$ cat src/common/aifs_params.svh
// Constants for the auxiliary input function selector
`ifndef AIFS_PARAMS_SVH
`define AIFS_PARAMS_SVH
`define AIFS_SEL_RUN_CLOSED   4'h0
`define AIFS_SEL_RUN_OPEN     4'h1
`define AIFS_SEL_ALWAYS_RUN   4'h2
`define AIFS_SEL_LATCH_OPEN   4'h3
`define AIFS_SEL_REVERSAL     4'h4
`define AIFS_SEL_LATCH_CLOSED 4'h5
`define AIFS_SEL_SPEED        4'h6
`define AIFS_SEL_OVR_FWD      4'h7
`define AIFS_SEL_OVR_REV      4'h8
`define AIFS_SEL_SPECIAL      4'h9
`define AIFS_CFG_SPEC_A       4'h2
`define AIFS_CFG_SPEC_B       4'h3
`define AIFS_CFG_SPEC_C       4'h5
`define AIFS_CFG_SPEC_D       4'h6
`define AIFS_CLK_HZ           25000000
`define AIFS_REV_PAUSE_S      30
`define AIFS_DEBOUNCE_US      10000
// Avalon register byte addresses
`define AIFS_ADDR_SEL         4'h0
`define AIFS_ADDR_CFG         4'h4
`define AIFS_ADDR_HOLD        4'h8
`define AIFS_ADDR_STATUS      4'hC
`define AIFS_SEL_RESET_THREE  4'h2
`define AIFS_SEL_RESET_FOUR   4'h2
`endif

$ cat src/common/aifs_pkg.sv
// Types for the auxiliary input function selector
package aifs_pkg;
  typedef enum logic [2:0] {
    AIFS_IDLE  = 3'b001,
    AIFS_PAUSE = 3'b010,
    AIFS_HOLD  = 3'b100
  } aifs_rev_e;
  typedef struct packed {
    logic       run;
    logic       reverse;
    logic       max_speed;
    logic       override;
    logic       speed_valid;
    logic [1:0] speed_index;
  } aifs_cmd_s;
endpackage

$ cat src/core/aifs_debounce.sv
// Three-stage synchroniser and settle filter for one contact input
`timescale 1ns/10ps
module aifs_debounce #(
  parameter int unsigned SETTLE_CYCLES = 250000
) (
  input  wire logic clk_i,
  input  wire logic reset_i,
  input  wire logic raw_i,
  output logic      level_o,
  output logic      change_o
);
  logic        sync1_ff;
  logic        sync2_ff;
  logic        sync3_ff;
  logic        level_ff;
  logic        change_ff;
  logic [31:0] cnt_ff;

  // First stage feeds only the second
  always_ff @(posedge clk_i)
  begin
    if (reset_i)
    begin
      sync1_ff <= 1'b0;
      sync2_ff <= 1'b0;
      sync3_ff <= 1'b0;
    end
    else
    begin
      sync1_ff <= raw_i;
      sync2_ff <= sync1_ff;
      sync3_ff <= sync2_ff;
    end
  end

  // Accept a new level only after it has held for the settle time
  always_ff @(posedge clk_i)
  begin
    if (reset_i)
    begin
      level_ff  <= 1'b0;
      change_ff <= 1'b0;
      cnt_ff    <= 32'h0;
    end
    else
    begin
      change_ff <= 1'b0;
      if (sync2_ff != sync3_ff || sync3_ff == level_ff)
        cnt_ff <= 32'h0;
      else if (cnt_ff >= SETTLE_CYCLES - 1)
      begin
        level_ff  <= sync3_ff;
        change_ff <= 1'b1;
        cnt_ff    <= 32'h0;
      end
      else
        cnt_ff <= cnt_ff + 32'h1;
    end
  end

  assign level_o  = level_ff;
  assign change_o = change_ff;
endmodule

$ cat src/core/aifs_select.sv
// Function selector for two programmable dry-contact auxiliary inputs
//
// Chosen here: the Avalon-MM interface to the registers and the register addresses.
`timescale 1ns/10ps
`include "aifs_params.svh"
// Behaviour
// - Code 0 runs the motor while the contact is closed and stops it while open.
// - Code 1 runs the motor while the contact is open and stops it while closed.
// - Code 2 requests run permanently, whatever the contact does.
// - Code 3 stops and latches a fault when the contact opens, cleared only by enter.
// - Code 4 ramps down for thirty seconds plus the hold delay on each change, then reverses.
// - In reversal mode an open contact means forward, a closed one reverse.
// - Code 5 stops and latches a fault when the contact closes, cleared only by enter.
// - Code 6 picks a programmed speed from the combined states of both inputs.
// - Code 7 with a closed contact runs at maximum speed forward, ignoring protections.
// - Code 8 with a closed contact runs at maximum speed reverse, ignoring protections.
// - While an override is active all other run and stop requests are ignored.
// - System configurations 2, 3, 5 and 6 force both selections to code 9.
module aifs_select
  import aifs_pkg::*;
#(
  parameter int unsigned REV_PAUSE_CYCLES = `AIFS_REV_PAUSE_S * `AIFS_CLK_HZ,
  parameter int unsigned HOLD_UNIT_CYCLES = `AIFS_CLK_HZ,
  parameter int unsigned SETTLE_CYCLES    = `AIFS_DEBOUNCE_US * (`AIFS_CLK_HZ / 1000000)
) (
  input  wire logic        clk_i,
  input  wire logic        reset_i,
  input  wire logic        aux_input_three_i,
  input  wire logic        aux_input_four_i,
  input  wire logic        enter_key_i,
  input  wire logic        keypad_run_i,
  input  wire logic [3:0]  avs_address_i,
  input  wire logic        avs_read_i,
  input  wire logic        avs_write_i,
  input  wire logic [31:0] avs_writedata_i,
  input  wire logic [3:0]  avs_byteenable_i,
  output logic [31:0]      avs_readdata_o,
  output logic             avs_waitrequest_o,
  output aifs_pkg::aifs_cmd_s cmd_o,
  output logic             fault_o
);
  import aifs_pkg::*;

  // Registers written by software
  logic [3:0]  sel_three_ff;
  logic [3:0]  sel_four_ff;
  logic [3:0]  sys_cfg_ff;
  logic [15:0] hold_secs_ff;

  // Bus slave state
  logic [31:0] readdata_ff;
  logic        ack_ff;
  logic [31:0] status_word;

  // Latched faults, reversal sequencer and the registered command
  logic        fault_three_ff;
  logic        fault_four_ff;
  logic        dir_ff;
  logic        dir_target_ff;
  aifs_rev_e   rev_state_ff;
  logic [31:0] rev_cnt_ff;
  logic [15:0] hold_left_ff;
  aifs_cmd_s   cmd_ff;

  // Settled contact levels and one-cycle change pulses
  logic        lvl_three;
  logic        lvl_four;
  logic        chg_three;
  logic        chg_four;

  // Decoded selections and the next command
  logic        special_cfg;
  logic [3:0]  eff_three;
  logic [3:0]  eff_four;
  logic        ovr_fwd;
  logic        ovr_rev;
  logic        rev_mode;
  logic        rev_change;
  logic        rev_lvl;
  logic        pausing;
  logic        run_req;
  aifs_cmd_s   nxt_cmd;

  // Contact closed to the return terminal reads as one
  aifs_debounce #(
    .SETTLE_CYCLES (SETTLE_CYCLES)
  ) u_deb_three (
    .clk_i    (clk_i),
    .reset_i  (reset_i),
    .raw_i    (aux_input_three_i),
    .level_o  (lvl_three),
    .change_o (chg_three)
  );

  // Second contact uses an identical filter
  aifs_debounce #(
    .SETTLE_CYCLES (SETTLE_CYCLES)
  ) u_deb_four (
    .clk_i    (clk_i),
    .reset_i  (reset_i),
    .raw_i    (aux_input_four_i),
    .level_o  (lvl_four),
    .change_o (chg_four)
  );

  // Run request contributed by one input under its selection code
  function automatic logic run_vote(input logic [3:0] sel, input logic lvl,
                                    input logic flt);
    logic v;
    v = 1'b1;
    unique case (sel)
      `AIFS_SEL_RUN_CLOSED:   v = lvl;
      `AIFS_SEL_RUN_OPEN:     v = !lvl;
      `AIFS_SEL_ALWAYS_RUN:   v = 1'b1;
      `AIFS_SEL_LATCH_OPEN:   v = !flt;
      `AIFS_SEL_LATCH_CLOSED: v = !flt;
      // Codes 4 and 6 to 9 never gate the run request
      default:                v = 1'b1;
    endcase
    return v;
  endfunction

  // Settled edge toward the trip level of a latching code
  function automatic logic latch_trip(input logic [3:0] sel, input logic chg,
                                      input logic lvl);
    logic t;
    t = 1'b0;
    if (sel == `AIFS_SEL_LATCH_OPEN)
      t = chg && !lvl;
    else if (sel == `AIFS_SEL_LATCH_CLOSED)
      t = chg && lvl;
    return t;
  endfunction

  // Configurations with a special function take both inputs over
  assign special_cfg = (sys_cfg_ff == `AIFS_CFG_SPEC_A) || (sys_cfg_ff == `AIFS_CFG_SPEC_B) ||
                       (sys_cfg_ff == `AIFS_CFG_SPEC_C) || (sys_cfg_ff == `AIFS_CFG_SPEC_D);
  // Software reads the forced code back, so it can see the takeover
  assign eff_three = special_cfg ? `AIFS_SEL_SPECIAL : sel_three_ff;
  assign eff_four  = special_cfg ? `AIFS_SEL_SPECIAL : sel_four_ff;

  // Override decode; forward wins if both inputs ask at once
  // Settled levels only, so contact bounce cannot flick the override on
  assign ovr_fwd = (eff_three == `AIFS_SEL_OVR_FWD && lvl_three) ||
                   (eff_four == `AIFS_SEL_OVR_FWD && lvl_four);
  assign ovr_rev = (eff_three == `AIFS_SEL_OVR_REV && lvl_three) ||
                   (eff_four == `AIFS_SEL_OVR_REV && lvl_four);

  // Reversal decode; with both inputs in this mode input three steers the direction
  assign rev_mode   = (eff_three == `AIFS_SEL_REVERSAL) || (eff_four == `AIFS_SEL_REVERSAL);
  assign rev_change = (eff_three == `AIFS_SEL_REVERSAL && chg_three) ||
                      (eff_four == `AIFS_SEL_REVERSAL && chg_four);
  assign rev_lvl    = (eff_three == `AIFS_SEL_REVERSAL) ? lvl_three : lvl_four;
  assign pausing    = (rev_state_ff != AIFS_IDLE);

  // Latching faults; the set beats a simultaneous enter press
  always_ff @(posedge clk_i)
  begin
    if (reset_i)
    begin
      fault_three_ff <= 1'b0;
      fault_four_ff  <= 1'b0;
    end
    else
    begin
      if (latch_trip(eff_three, chg_three, lvl_three))
        fault_three_ff <= 1'b1;
      else if (enter_key_i)
        fault_three_ff <= 1'b0;
      if (latch_trip(eff_four, chg_four, lvl_four))
        fault_four_ff <= 1'b1;
      else if (enter_key_i)
        fault_four_ff <= 1'b0;
    end
  end

  // Reversal sequencer: pause, extra hold, then run the new direction
  always_ff @(posedge clk_i)
  begin
    if (reset_i)
    begin
      rev_state_ff  <= AIFS_IDLE;
      rev_cnt_ff    <= 32'h0;
      hold_left_ff  <= 16'h0;
      dir_ff        <= 1'b0;
      dir_target_ff <= 1'b0;
    end
    else if (!rev_mode)
    begin
      rev_state_ff <= AIFS_IDLE;
      dir_ff       <= 1'b0;
    end
    else
    begin
      // A change during the pause restarts the whole wait
      if (rev_change)
      begin
        rev_state_ff  <= AIFS_PAUSE;
        rev_cnt_ff    <= 32'h0;
        hold_left_ff  <= hold_secs_ff;
        dir_target_ff <= rev_lvl;
      end
      else
      begin
        unique case (rev_state_ff)
          // Idle tracks the contact, so entering the mode needs no pause
          AIFS_IDLE:
            dir_ff <= rev_lvl;
          // Thirty-second ramp-down comes first
          AIFS_PAUSE:
            if (rev_cnt_ff >= REV_PAUSE_CYCLES - 1)
            begin
              rev_cnt_ff   <= 32'h0;
              rev_state_ff <= AIFS_HOLD;
            end
            else
              rev_cnt_ff <= rev_cnt_ff + 32'h1;
          // Then one hold unit for each programmed second
          AIFS_HOLD:
            if (hold_left_ff == 16'h0)
            begin
              dir_ff       <= dir_target_ff;
              rev_state_ff <= AIFS_IDLE;
            end
            else if (rev_cnt_ff >= HOLD_UNIT_CYCLES - 1)
            begin
              rev_cnt_ff   <= 32'h0;
              hold_left_ff <= hold_left_ff - 16'h1;
            end
            else
              rev_cnt_ff <= rev_cnt_ff + 32'h1;
          default:
            rev_state_ff <= AIFS_IDLE;
        endcase
      end
    end
  end

  // Command decode: overrides take priority over everything else
  always_comb
  begin
    // A reversal pause is a stop even while the keypad asks to run
    run_req = keypad_run_i && run_vote(eff_three, lvl_three, fault_three_ff) &&
              run_vote(eff_four, lvl_four, fault_four_ff) && !pausing;
    nxt_cmd = '0;
    if (ovr_fwd || ovr_rev)
    begin
      nxt_cmd.run       = 1'b1;
      nxt_cmd.override  = 1'b1;
      nxt_cmd.max_speed = 1'b1;
      nxt_cmd.reverse   = !ovr_fwd;
    end
    else
    begin
      nxt_cmd.run     = run_req;
      nxt_cmd.reverse = rev_mode && dir_ff;
      // Only the index leaves here; the speed table lookup is downstream
      if (eff_three == `AIFS_SEL_SPEED || eff_four == `AIFS_SEL_SPEED)
      begin
        nxt_cmd.speed_valid = 1'b1;
        nxt_cmd.speed_index = {lvl_four, lvl_three};
      end
    end
  end

  // Registered command, so the drive never sees decode glitches
  always_ff @(posedge clk_i)
  begin
    if (reset_i)
      cmd_ff <= '0;
    else
      cmd_ff <= nxt_cmd;
  end

  // Avalon slave: one wait cycle, then acknowledge
  assign avs_waitrequest_o = (avs_read_i || avs_write_i) && !ack_ff;

  // Acknowledge alternates, so a held request is answered every second cycle
  always_ff @(posedge clk_i)
  begin
    if (reset_i)
      ack_ff <= 1'b0;
    else
      ack_ff <= (avs_read_i || avs_write_i) && !ack_ff;
  end

  // Register writes land on the acknowledge edge only
  always_ff @(posedge clk_i)
  begin
    if (reset_i)
    begin
      sel_three_ff <= `AIFS_SEL_RESET_THREE;
      sel_four_ff  <= `AIFS_SEL_RESET_FOUR;
      sys_cfg_ff   <= 4'h0;
      hold_secs_ff <= 16'h0;
    end
    // Codes above 9 are stored as written but decode as always-run
    else if (avs_write_i && ack_ff)
    begin
      unique case (avs_address_i)
        `AIFS_ADDR_SEL:
          if (avs_byteenable_i[0])
          begin
            sel_three_ff <= avs_writedata_i[3:0];
            sel_four_ff  <= avs_writedata_i[7:4];
          end
        `AIFS_ADDR_CFG:
          if (avs_byteenable_i[0])
            sys_cfg_ff <= avs_writedata_i[3:0];
        `AIFS_ADDR_HOLD:
        begin
          if (avs_byteenable_i[0])
            hold_secs_ff[7:0] <= avs_writedata_i[7:0];
          if (avs_byteenable_i[1])
            hold_secs_ff[15:8] <= avs_writedata_i[15:8];
        end
        default:
          ;
      endcase
    end
  end

  // Status word: levels, faults, direction and sequencer state
  assign status_word = {24'h0, rev_state_ff, dir_ff, fault_four_ff, fault_three_ff,
                        lvl_four, lvl_three};

  // Read data is registered and valid on the acknowledge edge
  // Reads have no side effects, so a repeated read is harmless
  always_ff @(posedge clk_i)
  begin
    if (reset_i)
      readdata_ff <= 32'h0;
    else if (avs_read_i && !ack_ff)
    begin
      unique case (avs_address_i)
        `AIFS_ADDR_SEL:    readdata_ff <= {24'h0, eff_four, eff_three};
        `AIFS_ADDR_CFG:    readdata_ff <= {28'h0, sys_cfg_ff};
        `AIFS_ADDR_HOLD:   readdata_ff <= {16'h0, hold_secs_ff};
        `AIFS_ADDR_STATUS: readdata_ff <= status_word;
        default:           readdata_ff <= 32'h0;
      endcase
    end
  end

  assign avs_readdata_o = readdata_ff;
  assign cmd_o          = cmd_ff;
  assign fault_o        = fault_three_ff || fault_four_ff;
endmodule

$ cat config.mk
export PLATFORM = sky130hd
export DESIGN_NAME = aifs_select
export DESIGN_NICKNAME = d
export VERILOG_FILES = /design/src/common/aifs_pkg.sv /design/src/core/aifs_debounce.sv /design/src/core/aifs_select.sv
export VERILOG_INCLUDE_DIRS = /design/src /design/src/common
export SDC_FILE = /design/constraint.sdc
export NUM_CORES = 1
export LEC_CHECK = 0
export BUFFER_PORTS_ARGS = -buffer_cell sky130_fd_sc_hd__buf_2
export CAP_MARGIN = 20
export CELL_PAD_IN_SITES_DETAIL_PLACEMENT = 1
export CELL_PAD_IN_SITES_GLOBAL_PLACEMENT = 1
export CORE_ASPECT_RATIO = 0.6
export CORE_MARGIN = 3
export CORE_UTILIZATION = 30
export DETAILED_ROUTE_END_ITERATION = 10
export GPL_ROUTABILITY_DRIVEN = 0
export PLACE_DENSITY_LB_ADDON = 0.1
export SLEW_MARGIN = 40
export SYNTH_ARGS = -nofsm -noshare
export SYNTH_HDL_FRONTEND = slang
export SYNTH_HIERARCHICAL = 1
export SYNTH_SLANG_ARGS = --single-unit
$ cat constraint.sdc
create_clock -name clk_i -period 3.05 [get_ports clk_i]
set_input_delay 0.4575 -clock clk_i [delete_from_list [all_inputs] [get_ports clk_i]]
set_output_delay 0.4575 -clock clk_i [all_outputs]
set_load 0.01 [all_outputs]
==> flow_metrics.tcl <==
set metrics [dict create \
    synthTopCellsByCount "180 x dfxtp_1, 73 x nor2_1, 63 x nand2_1, 47 x clkbuf_1, 46 x nand3_1" \
    die_h_um 139 \
    fin_ws_ns 0.229 \
    end_kind "flop" \
    overflow 0 \
    vias_per_cell 5.29 \
    yosysSeqAreaShare_pct 40.9 \
    yosys.area.top_type_share_pct 40.9 \
    fin_util_pct 35.7 \
    synth-seq-cells 180 \
    rsz0062_at_grt "no" \
    max_cap_viol_count 0 \
    peakVddDrop_mv 0.298 \
    cellPowerDensity_nw_per_um2 486 \
    syn_area_per_cell_um2 9.02 \
    clockBufferDepth 2 \
    grt_antenna_before_repair 0 \
    critPathKind "reg2reg" \
    grt_pass1_wl_mm 42.1 \
    cp_cell_sequence "or4_4, or3_1, o31ai_4, a21o_1, o31ai_2, buf_4, a21oi_1" \
    cts_tree "built" \
    synth_area_um2 8810 \
    clkLatencyLatePin_ns 0.45 \
    p_leak_nw 3.67 \
    die-area_um2 31500 \
    async_reset_ff_share_pct 0 \
    yosys_warnings 6 \
    wirelength_mm 25.9 \
    required_ns 3.42 \
    fin_crit_sh_pct 92.5 \
    coreArea_um2 28200 \
    dp_hpwl_mm 18.8 \
    syn2layout_area_growth_pct 14.4 \
    initial_core_util_pct 31.2 \
    cp-start-kind "flop" \
    cts_buffers 17 \
    fin_nets 1087 \
    fmax_ghz 0.354 \
    wl_per_cell_um 18.3 \
    relSlewSlack_pct 47.8 \
    path_clk_slew_ns 0.07 \
    synth_edf_count 0 \
    io-pin-count 89 \
    skew_ns 0.0123 \
    cp.arrival_ns 3.19 \
    ctsResizeCount 0 \
    fin_tns_setup_ns 0 \
    num_rows 47 \
    grt_pass1_vias 7258 \
    p_total_w 0.00490 \
    drtIter0Drc 435 \
    ys.flop_type "dfxtp_1" \
    drt_pass1_iterations 5 \
    ant_nets 0 \
    pre_cts_ws_ns 0.236 \
    grt_usage_pct 16.9 \
    finalCriticalPeriod_ns 2.82 \
    ctsHoldBuffers 0 \
    slowest_stage "or4_4" \
    run_status "completed" \
    cts_setup_buffers 0 \
    holdWs_ns 0.222 \
    cp_max_fo 23 \
    die_x_um 227 \
    setup_viol 0 \
    io_buffers 54 \
    hold_viol_final 0 \
    ctsRootBufferMaster "clkbuf_16" \
    grt_max_degree 39 \
    slew_violations 0 \
    synth_area_leaders "dfxtp_1 41%, mux2i_1 3.4%, nor2_1 3.1%" \
    via_count 7489 \
    route.detailed.drc 0 \
    fill_cells 3327 \
    worst_pin_slew_ns 0.779 \
    max_stage_delay_ns 0.56 \
    hold_path.class "in2reg" \
    yosysUniqueCellTypes 80 \
    drive_gt1_share_pct 17.7 \
    clock-sinks 180 \
    yosysTopAreaCell "dfxtp_1" \
    synthCells 977 \
    ctsHtreeMaxLevel 4 \
    synth_most_common_cell "dfxtp_1" \
]
==> state kept, by name (all words and copies together) (netlist names), 3 cells and up <==
name and count:
rev_cnt_ff 32, u_deb_four/cnt_ff 32, u_deb_three/cnt_ff 32, avs_readdata_o 16
hold_left_ff 16, hold_secs_ff 16, cmd_o 6, sel_four_ff 4
sel_three_ff 4, sys_cfg_ff 4, rev_state_ff 3
==> metrics by stage <==
step / instances / cell area, um^2
floorplan: 1018 / 8960
global placement: 1383 / 9450
detailed placement: 1383 / 9450
CTS: 1415 / 10100
global route: 1415 / 10100
finish: 1417 / 10100
==> path summary, 6_finish.rpt <==
check                                                      end  cells past startpoint                            from  slack, ns
worst max register to register     rev_cnt_ff[27]$_SDFFE_PP0P_                      7    hold_left_ff[2]$_SDFFE_PP0P_       0.23
worst min register to register  u_deb_four/sync2_ff$_SDFF_PP0_                      1  u_deb_four/sync1_ff$_SDFF_PP0_       0.45
worst max-delay path               rev_cnt_ff[27]$_SDFFE_PP0P_                      7    hold_left_ff[2]$_SDFFE_PP0P_       0.23
worst min-delay path            u_deb_four/sync1_ff$_SDFF_PP0_                      2                aux_input_four_i       0.22
==> worst max-delay path: cells and delay by family (launching register included) <==
| kind | cells | cell delay (ns) |
|---|---|---|
| AO/OA/AOI/OAI | 4 | 1.09 |
| AND/OR/NAND/NOR | 2 | 1.05 |
| flip-flops | 1 | 0.34 |
| buffers and inverters | 1 | 0.26 |
==> cell families after synthesis <==
| family | Yosys count | share of synthesized area (%) |
|---|---|---|
| other | 3 | 0.128 |
| multiplexers | 36 | 4.30 |
| AND/OR/NAND/NOR | 420 | 28.1 |
| XOR/XNOR | 39 | 3.88 |
| flip-flops | 180 | 40.9 |
| buffers and inverters | 107 | 6.52 |
| AO/OA/AOI/OAI | 188 | 15.6 |
| adder cells (fa/ha/maj) | 4 | 0.568 |
==> cells in the final DEF, fill, tap and decap left out, types with 7 or more instances in the layout <==
| cell | instances |
|---|---|
| dfxtp_1 | 180 |
| nor2_1 | 73 |
| nand2_1 | 63 |
| buf_2 | 53 |
| nand3_1 | 46 |
| a21oi_1 | 44 |
| conb_1 | 44 |
| buf_4 | 31 |
| mux2i_1 | 30 |
| nand4_1 | 27 |
| o31ai_1 | 23 |
| xor2_1 | 22 |
| or4_1 | 21 |
| nor3_1 | 20 |
| inv_1 | 19 |
| a211oi_1 | 19 |
| and2_1 | 18 |
| nor3_2 | 18 |
| nor4_1 | 17 |
| and4_1 | 17 |
| and3_1 | 17 |
| xnor2_1 | 17 |
| clkbuf_16 | 17 |
| or3_1 | 16 |
| o21ai_0 | 15 |
| a2111oi_0 | 12 |
| nor2b_1 | 11 |
| o211ai_1 | 11 |
| nand2b_1 | 10 |
| a31oi_1 | 10 |
| o22ai_1 | 7 |
==> layout make-up <==
cell class | count | area, um^2 | area share [%]
diodes | 2 | 5.00 | 0.0497
clock buffers | 17 | 425 | 4.22
clock inverters | 15 | 190 | 1.89
inverters | 20 | 75.1 | 0.745
multi-input cells | 731 | 4800 | 47.6
flip-flops and latches | 180 | 3600 | 35.8
well taps | 367 | 459 | 4.56
repair buffers | 85 | 518 | 5.14
==> per-layer routing <==
metal,share of wire (%),vias to the layer above,global-route usage [%]
met3,3.7,16,4.00
met5,0,-,0
met1,58,3681,27.8
met4,0.80,0,3.43
li1,-,3686,-
met2,37,106,21.5
==> power by group <==
group	internal (W)	switching (W)
registers	0.00239	0.0000260
logic	0.0000547	0.000108
clock network	0.00125	0.00107
No activity file was read; power rests on OpenSTA's default activity.
